### src/cbtp_defs.svh
`ifndef CBTP_DEFS_SVH
`define CBTP_DEFS_SVH

// ------------------------------------------------------------------
// Register placement and field layout
// ------------------------------------------------------------------
`define CBTP_REG_ADDR     8'hb5
`define CBTP_SJW_MSB      6
`define CBTP_SJW_LSB      5
`define CBTP_PRS_MSB      3
`define CBTP_PRS_LSB      1
`define CBTP_RES7_BIT     7
`define CBTP_RES4_BIT     4
`define CBTP_RES0_BIT     0

// ------------------------------------------------------------------
// Constant values
// ------------------------------------------------------------------
`define CBTP_RDATA_IDLE   8'h00
`define CBTP_ZERO_BIT     1'h0

`endif

### src/cbtp_pkg.sv
package cbtp_pkg;

    // ------------------------------------------------------------------
    // Types
    // ------------------------------------------------------------------
    typedef enum logic {
        CBTP_SEG_IDLE,
        CBTP_SEG_PROP
    } cbtp_seg_state_t;

    typedef logic [1:0] cbtp_sjw_t;
    typedef logic [2:0] cbtp_prs_t;

endpackage

### src/cbtp_tq_if.sv
`timescale 1ns/1ps

interface cbtp_tq_if #(
    parameter int BRP_W = 6
);
    logic [BRP_W-1:0] prescaler;
    logic             enable;
    logic             tick;

    modport gen (
        input  prescaler,
        input  enable,
        output tick
    );

    modport use_side (
        output prescaler,
        output enable,
        input  tick
    );
endinterface

### src/cbtp_tq_gen.sv
`timescale 1ns/1ps

module cbtp_tq_gen #(
    parameter int BRP_W = 6
) (
    // Clock and reset
    input  wire logic i_ref_clk,
    input  wire logic i_rst,
    // Quantum link
    cbtp_tq_if.gen    tq
);
    import cbtp_pkg::*;

    logic [BRP_W-1:0] div_reg;
    logic             tick_reg;
    logic [BRP_W-1:0] gap_reg;
    logic             seen_reg;

    // ------------------------------------------------------------------
    // Quantum divider
    // ------------------------------------------------------------------
    // The quantum lasts one more clock than the prescaler value.
    always_ff @(posedge i_ref_clk or posedge i_rst) begin
        if (i_rst) begin
            div_reg  <= '0;
            tick_reg <= 1'b0;
        end else if (!tq.enable) begin
            div_reg  <= '0;
            tick_reg <= 1'b0;
        end else if (div_reg == tq.prescaler) begin
            div_reg  <= '0;
            tick_reg <= 1'b1;
        end else begin
            div_reg  <= div_reg + BRP_W'(1);
            tick_reg <= 1'b0;
        end
    end

    assign tq.tick = tick_reg;

    // ------------------------------------------------------------------
    // Checks
    // ------------------------------------------------------------------
    always_ff @(posedge i_ref_clk or posedge i_rst) begin
        if (i_rst) begin
            gap_reg  <= '0;
            seen_reg <= 1'b0;
        end else if (!tq.enable) begin
            gap_reg  <= '0;
            seen_reg <= 1'b0;
        end else if (tick_reg) begin
            gap_reg  <= '0;
            seen_reg <= 1'b1;
        end else begin
            gap_reg  <= gap_reg + BRP_W'(1);
        end
    end

    chk_quantum_period: assert property (
        @(posedge i_ref_clk) disable iff (i_rst)
        (tick_reg && seen_reg && tq.enable && $stable(tq.prescaler))
            |-> (gap_reg == tq.prescaler))
        else $error("quantum period differs from prescaler plus one");

    cov_quantum_tick: cover property (
        @(posedge i_ref_clk) disable iff (i_rst)
        tick_reg && seen_reg);

endmodule // cbtp_tq_gen

### src/cbtp_top.sv
`timescale 1ns/1ps
`include "cbtp_defs.svh"

module cbtp_top
    import cbtp_pkg::*;
#(
    parameter int BRP_W   = 6,
    parameter int PHASE_W = 6
) (
    // Clock and reset
    input  wire logic                      i_ref_clk,
    input  wire logic                      i_rst,
    // Special function register access
    input  wire logic [7:0]                i_sfr_addr,
    input  wire logic [7:0]                i_sfr_wdata,
    input  wire logic                      i_sfr_wr,
    input  wire logic                      i_sfr_rd,
    output logic      [7:0]                o_sfr_rdata,
    // Controller context
    input  wire logic                      i_controller_on_bit,
    input  wire logic [BRP_W-1:0]          i_baud_prescaler,
    // Bit engine requests
    input  wire logic                      i_seg_start,
    input  wire logic                      i_resync_edge,
    input  wire logic signed [PHASE_W-1:0] i_phase_err,
    // Bit engine answers
    output logic                           o_tq_tick,
    output logic                           o_prop_active,
    output logic                           o_prop_done,
    output logic                           o_resync_valid,
    output logic signed [PHASE_W-1:0]      o_resync_adj,
    output cbtp_sjw_t                      o_resync_jump_width,
    output cbtp_prs_t                      o_propagation_segment
);

    // ------------------------------------------------------------------
    // Declarations
    // ------------------------------------------------------------------
    cbtp_sjw_t                    resync_jump_width_reg;
    cbtp_prs_t                    propagation_segment_reg;
    logic [7:0]                   rdata_reg;
    cbtp_seg_state_t              seg_state_reg;
    cbtp_prs_t                    seg_cnt_reg;
    logic                         prop_done_reg;
    logic                         resync_valid_reg;
    logic signed [PHASE_W-1:0]    resync_adj_reg;
    logic signed [PHASE_W-1:0]    jump_lim;
    logic signed [PHASE_W-1:0]    resync_adj_next;
    logic                         hit;
    logic [3:0]                   tq_seen_reg;

    cbtp_tq_if #(.BRP_W(BRP_W)) tq ();

    assign hit = (i_sfr_addr == `CBTP_REG_ADDR);

    // ------------------------------------------------------------------
    // Timing register
    // ------------------------------------------------------------------
    // No reset branch: the contents stay undefined until written, which
    // saves the reset fan-out on a register that must be programmed anyway.
    always_ff @(posedge i_ref_clk) begin
        if (i_sfr_wr && hit) begin
            resync_jump_width_reg <=
                i_sfr_wdata[`CBTP_SJW_MSB:`CBTP_SJW_LSB];
            propagation_segment_reg <=
                i_sfr_wdata[`CBTP_PRS_MSB:`CBTP_PRS_LSB];
        end
    end

    // Reserved positions are not stored, so ones written there are lost.
    always_ff @(posedge i_ref_clk or posedge i_rst) begin
        if (i_rst) begin
            rdata_reg <= `CBTP_RDATA_IDLE;
        end else if (i_sfr_rd && hit) begin
            rdata_reg <= {`CBTP_ZERO_BIT, resync_jump_width_reg,
                          `CBTP_ZERO_BIT, propagation_segment_reg,
                          `CBTP_ZERO_BIT};
        end else begin
            rdata_reg <= `CBTP_RDATA_IDLE;
        end
    end

    // ------------------------------------------------------------------
    // Time quantum source
    // ------------------------------------------------------------------
    assign tq.prescaler = i_baud_prescaler;
    assign tq.enable    = i_controller_on_bit;

    cbtp_tq_gen #(
        .BRP_W (BRP_W)
    ) u_tq_gen (
        .i_ref_clk (i_ref_clk),
        .i_rst     (i_rst),
        .tq        (tq)
    );

    // ------------------------------------------------------------------
    // Propagation segment timer
    // ------------------------------------------------------------------
    // Starts are ignored while disabled, as the fields may be unprogrammed.
    always_ff @(posedge i_ref_clk or posedge i_rst) begin
        if (i_rst) begin
            seg_state_reg <= CBTP_SEG_IDLE;
            seg_cnt_reg   <= '0;
            prop_done_reg <= 1'b0;
        end else begin
            prop_done_reg <= 1'b0;
            case (seg_state_reg)
                CBTP_SEG_IDLE: begin
                    if (i_seg_start && i_controller_on_bit) begin
                        seg_state_reg <= CBTP_SEG_PROP;
                        seg_cnt_reg   <= '0;
                    end
                end
                CBTP_SEG_PROP: begin
                    if (!i_controller_on_bit) begin
                        seg_state_reg <= CBTP_SEG_IDLE;
                    end else if (tq.tick) begin
                        if (seg_cnt_reg == propagation_segment_reg) begin
                            seg_state_reg <= CBTP_SEG_IDLE;
                            prop_done_reg <= 1'b1;
                        end else begin
                            seg_cnt_reg <= seg_cnt_reg + 3'h1;
                        end
                    end
                end
                default: begin
                    seg_state_reg <= CBTP_SEG_IDLE;
                end
            endcase
        end
    end

    // ------------------------------------------------------------------
    // Resynchronization limiter
    // ------------------------------------------------------------------
    // The jump limit is the field value plus one, so a zero field
    // still allows a single quantum of correction.
    assign jump_lim = $signed(PHASE_W'(resync_jump_width_reg))
                    + $signed(PHASE_W'(1));

    always_comb begin
        resync_adj_next = i_phase_err;
        if (i_phase_err > jump_lim) begin
            resync_adj_next = jump_lim;
        end else if (i_phase_err < -jump_lim) begin
            resync_adj_next = -jump_lim;
        end
    end

    always_ff @(posedge i_ref_clk or posedge i_rst) begin
        if (i_rst) begin
            resync_valid_reg <= 1'b0;
            resync_adj_reg   <= '0;
        end else begin
            resync_valid_reg <= i_resync_edge && i_controller_on_bit;
            if (i_resync_edge && i_controller_on_bit) begin
                resync_adj_reg <= resync_adj_next;
            end
        end
    end

    // ------------------------------------------------------------------
    // Outputs
    // ------------------------------------------------------------------
    assign o_sfr_rdata           = rdata_reg;
    assign o_tq_tick             = tq.tick;
    assign o_prop_active         = (seg_state_reg == CBTP_SEG_PROP);
    assign o_prop_done           = prop_done_reg;
    assign o_resync_valid        = resync_valid_reg;
    assign o_resync_adj          = resync_adj_reg;
    assign o_resync_jump_width   = resync_jump_width_reg;
    assign o_propagation_segment = propagation_segment_reg;

    // ------------------------------------------------------------------
    // Checks
    // ------------------------------------------------------------------
    always_ff @(posedge i_ref_clk or posedge i_rst) begin
        if (i_rst) begin
            tq_seen_reg <= '0;
        end else if (seg_state_reg == CBTP_SEG_IDLE) begin
            tq_seen_reg <= '0;
        end else if (tq.tick) begin
            tq_seen_reg <= tq_seen_reg + 4'h1;
        end
    end

    chk_prop_length: assert property (
        @(posedge i_ref_clk) disable iff (i_rst)
        prop_done_reg |->
            (tq_seen_reg == {1'b0, propagation_segment_reg} + 4'h1))
        else $error("propagation segment length is wrong");

    chk_prop_start: assert property (
        @(posedge i_ref_clk) disable iff (i_rst)
        (i_seg_start && i_controller_on_bit && !o_prop_active)
            |=> o_prop_active)
        else $error("propagation segment did not start");

    chk_jump_bound: assert property (
        @(posedge i_ref_clk) disable iff (i_rst)
        resync_valid_reg |->
            (resync_adj_reg <= $past(jump_lim)
             && resync_adj_reg >= -$past(jump_lim)))
        else $error("resync correction exceeds jump width");

    chk_jump_pass: assert property (
        @(posedge i_ref_clk) disable iff (i_rst)
        (i_resync_edge && i_controller_on_bit
         && i_phase_err <= jump_lim && i_phase_err >= -jump_lim)
            |=> (resync_valid_reg && resync_adj_reg == $past(i_phase_err)))
        else $error("small phase error not applied in full");

    chk_reserved_zero: assert property (
        @(posedge i_ref_clk) disable iff (i_rst)
        !rdata_reg[`CBTP_RES7_BIT] && !rdata_reg[`CBTP_RES4_BIT]
            && !rdata_reg[`CBTP_RES0_BIT])
        else $error("reserved bit read as one");

    chk_read_back: assert property (
        @(posedge i_ref_clk) disable iff (i_rst)
        (i_sfr_wr && hit) ##1 (i_sfr_rd && hit && !i_sfr_wr)
            |=> (rdata_reg[`CBTP_SJW_MSB:`CBTP_SJW_LSB]
                     == $past(i_sfr_wdata[`CBTP_SJW_MSB:`CBTP_SJW_LSB], 2)
                 && rdata_reg[`CBTP_PRS_MSB:`CBTP_PRS_LSB]
                     == $past(i_sfr_wdata[`CBTP_PRS_MSB:`CBTP_PRS_LSB], 2)))
        else $error("written fields not read back");

    cov_prop_done: cover property (
        @(posedge i_ref_clk) disable iff (i_rst)
        prop_done_reg && propagation_segment_reg == 3'h7);

    cov_jump_clamp: cover property (
        @(posedge i_ref_clk) disable iff (i_rst)
        i_resync_edge && i_controller_on_bit && i_phase_err < -jump_lim);

    cov_reg_read: cover property (
        @(posedge i_ref_clk) disable iff (i_rst)
        (i_sfr_wr && hit) ##1 (i_sfr_rd && hit));

endmodule // cbtp_top

### config.mk
export PLATFORM = sky130hd
export DESIGN_NAME = cbtp_top
export DESIGN_NICKNAME = d
export VERILOG_FILES = /design/src/cbtp_pkg.sv /design/src/cbtp_tq_if.sv /design/src/cbtp_tq_gen.sv /design/src/cbtp_top.sv
export VERILOG_INCLUDE_DIRS = /design/src
export SDC_FILE = /design/constraint.sdc
export NUM_CORES = 1
export LEC_CHECK = 0
export BUFFER_PORTS_ARGS = -buffer_cell sky130_fd_sc_hd__buf_2
export CAP_MARGIN = 10
export CORE_MARGIN = 4
export CORE_UTILIZATION = 45
export DETAILED_ROUTE_END_ITERATION = 12
export GPL_TIMING_DRIVEN = 0
export PLACE_DENSITY_LB_ADDON = 0.05
export SYNTH_ARGS = -nofsm -noshare
export SYNTH_HDL_FRONTEND = slang
export SYNTH_SLANG_ARGS = --single-unit
### constraint.sdc
create_clock -name i_ref_clk -period 3.5 [get_ports i_ref_clk]
set_input_delay 0 -clock i_ref_clk [delete_from_list [all_inputs] [get_ports i_ref_clk]]
set_output_delay 0 -clock i_ref_clk [all_outputs]
set_load 0.01 [all_outputs]
==> results by group <==
Run status
  – Outcome: finished, final reports clean

Worst setup path
  – Worst EP arrival: 2.74 ns
  – Crit-path max cell delay: 0.49 ns
  – Critical Path Source Type: flip-flop
  – Crit path top cell by count: ha_1
  – Cell chain of the critical path: inv_1 > ha_1 > xor2_1 > ha_1 > nor2b_2 > o2111ai_2 > a21boi_1 > or3_1 > nand3_1
  – CP required: 3.70 ns
  – Slowest CP cell: edfxtp_1
  – CP Class: flip-flop to flip-flop
  – Max FO, Critical Path: 8
  – CP endpoint kind: flip-flop

GRT
  – Total GRT Usage: 0.164
  – Largest net degree at the start of global routing: 25
  – GRT overflow: 0
  – First-pass GRT wire length: 6380 um
  – Vias in the first global route: 1478
  – Number of antenna violations at the first check in global routing: 0

Yosys
  – Top_reg_cell synth: dfrtp_1
  – FF+latch count, synth: 29
  – Adder-cell area share of the yosys netlist: 0.104
  – Mux cell area share after synthesis: 0.0297
  – Syn Inst Count: 164
  – Synth Area in Compound Gates: 0.122
  – Top-area cell type share of the netlist area: 0.356
  – Netlist cell types: 38
  – Largest area contributor in the netlist: dfrtp_1
  – Yosys warning total: 0
  – EDFF count, synth: 5
  – Post-synthesis simple-gate area fraction: 0.171
  – Area contributors post-synth: dfrtp_1 (36%), ha_1 (10%), edfxtp_1 (8.9%)
  – Largest family of logic cells by synthesized area: simple AND/OR/NAND/NOR gates
  – Post-Synth XOR/XNOR Area: 0.0831
  – Post-synthesis sequential area ratio: 0.445
  – Asr flop ratio synth: 0.828
  – Syn Std Cell Area: 1690 um2
  – Syn_area_per_cell: 10.3 um2

Placed design
  – Routability cong.: 0.860
  – IO Port Bufs: 51
  – Post-DP HPWL: 2850 um
  – Placed inst area: 2010 um2
  – Placed cell count: 263

Clock tree
  – H-tree depth: 2
  – Clk sink count: 29
  – # Post-CTS Setup Buffers: 0
  – Root buffer cell: clkbuf_8
  – Deepest clock path buffer count: 2
  – Worst skew pair latency: 0.28 ns
  – Worst-path clk slew: 0.06 ns
  – CTS tree: yes
  – Cts bufs inserted: 5

Timing
  – Worst slew pin tran: 0.882 ns
  – Final hold viol count: 0
  – Skew final: 0.00696 ns
  – Final setup viols: 0
  – Final period util: 0.726
  – Period minus WS final: 2.54 ns
  – Slew HR: 0.412
  – Hold_ws: 0.0154 ns
  – RSZ-0062 raised after global routing: no
  – Slew Viols, Final: 0
  – Setup TNS: 0 ns
  – Peak Freq: 0.394 GHz

Power and ir drop
  – Leakage: 1.14 nW
  – NetSw: 0.188 mW
  – Cell Int Power: 0.624 mW
  – Comb pwr share: 0.142
  – Switch share: 0.232
  – PwrDens: 370 nW/um2
  – Sequential power share: 0.454
  – Peak VDD IR: 0.000233 V
  – Clk network pwr share: 0.403

Route
  – Remaining DRCs: 0
  – Detail Route Antenna Nets: 0
  – Overall via count from detail_route: 1413
  – Drt pass-1 iters: 4
  – DR vias/cell: 5.06
  – DRT iter0 DRCs: 38
  – Post-Route WL: 3650 um
  – Wire per inst: 13.1 um

Job
  – MaxCap Viol Count: 0

Cells and area
  – N_diodes: 0
  – Area growth, synth to finish: 30.0%
  – Final core occ: 0.632
  – Filler instances: 311
  – Layout Cells excl Fill: 279
  – Layout cells sized above 1: 0.305
  – Cell area after layout: 2190 um2
  – Nets: 281

Die
  – Die height: 69.2 um
  – I/O pins: 58
  – Die extent in x: 69.2 um
  – Initial Utilization: 0.486
  – Die Area: 4790 um2
  – Std cell rows: 21
  – Core Footprint: 3470 um2

Hold path
  – Worst min-delay path category: primary input to flip-flop
[routing by layer]
| metal | share of wire | wire length [um] | global-route usage |
|---|---|---|---|
| met4 | 0.016 | 57 | 0.0651 |
| met2 | 0.50 | 1830 | 0.287 |
| met5 | 0 | 0 | 0 |
| met3 | 0.078 | 284 | 0.0449 |
| met1 | 0.41 | 1480 | 0.189 |
[critical path: cells and delay by family, from the launching register on]
family	cells	cell delay, ns
fa+ha+maj	2	0.62
xor+xnor	1	0.27
compound gates	2	0.37
buf+inv	1	0.10
simple gates	3	0.62
flops	1	0.49
[cells in the mapped netlist (all sizes together), types with 4 or more instances]
master / count
and3: 6
nor2: 19
buf: 4
edfxtp: 5
dfrtp: 24
o31ai: 4
xnor2: 8
inv: 12
nand3: 7
a21oi: 6
ha: 14
a31oi: 4
xor2: 8
mux2i: 5
nor2b: 4
nand2: 15
[cells by family after synthesis]
kind of cell               Yosys count
and+or+nand+nor                     58
other                                1
xor gates and xnor gates            16
DFF                                 29
buffers and inverters               16
muxes                                5
adders and majority gates           14
AOI/OAI and AO/OA                   25
[area by class of cell]
class                   count  area (um2)  area share
plain buffers               4        27.5      0.0125
clock buffers               6        72.6      0.0331
clock inverters             2        33.8      0.0154
inverters                  12        45.0      0.0205
multi-input cells         121         871       0.397
flip-flops and latches     29         751       0.342
well taps                  46        57.6      0.0262
repair buffers             59         335       0.153
[power by group through the flow]
stage	Clock [mW]	Sequential (mW)	Combinational (mW)
after floorplan	0	0.379	0.0583
after global placement	0	0.375	0.107
after detailed placement	0	0.376	0.110
after CTS	0.337	0.369	0.117
after global routing	0.351	0.371	0.130
final	0.328	0.369	0.115
[metrics by stage]
step	setup WS, ns	total power [mW]
floorplan	1.21	0.438
global placement	1.00	0.482
detailed placement	0.949	0.485
CTS	0.930	0.823
global route	0.753	0.853
finish	0.961	0.813
[final timing paths]
kind | start | end | slack, ns | cells past startpoint
min reg2reg | o_resync_adj[3] | o_resync_adj[3] | 0.48 | 2
max | o_resync_jump_width[0] | o_resync_adj[5] | 0.96 | 9
max reg2reg | o_resync_jump_width[0] | o_resync_adj[5] | 0.96 | 9
max in group asynchronous | i_rst | o_resync_valid | 2.49 | 3
min in group asynchronous | i_rst | o_prop_active | 0.47 | 3
min | i_controller_on_bit | u_tq_gen.tq.tick | 0.02 | 3
[layout by cell type (no fill, tap or decap), types with 4 or more instances in the layout]
master         Yosys  final
xor2_1             8      8
mux2i_1            5      5
clkbuf_8           0      5
dfrtp_1           24     24
buf_2              1     52
nand3_1            7      7
dlygate4sd3_1      0      8
and3_1             6      6
nor2_1            19     19
a21oi_1            4      4
ha_1              14     14
nand2_1           14     14
edfxtp_1           5      5
inv_1             11     11
xnor2_1            8      8
[timing repair]
item / in CTS / in global routing
hold buffers: 8 / 0
endpoints found under the hold margin: 33 / 0
resized for setup: 0 / 0
No activity file was read; power rests on OpenSTA's default activity.
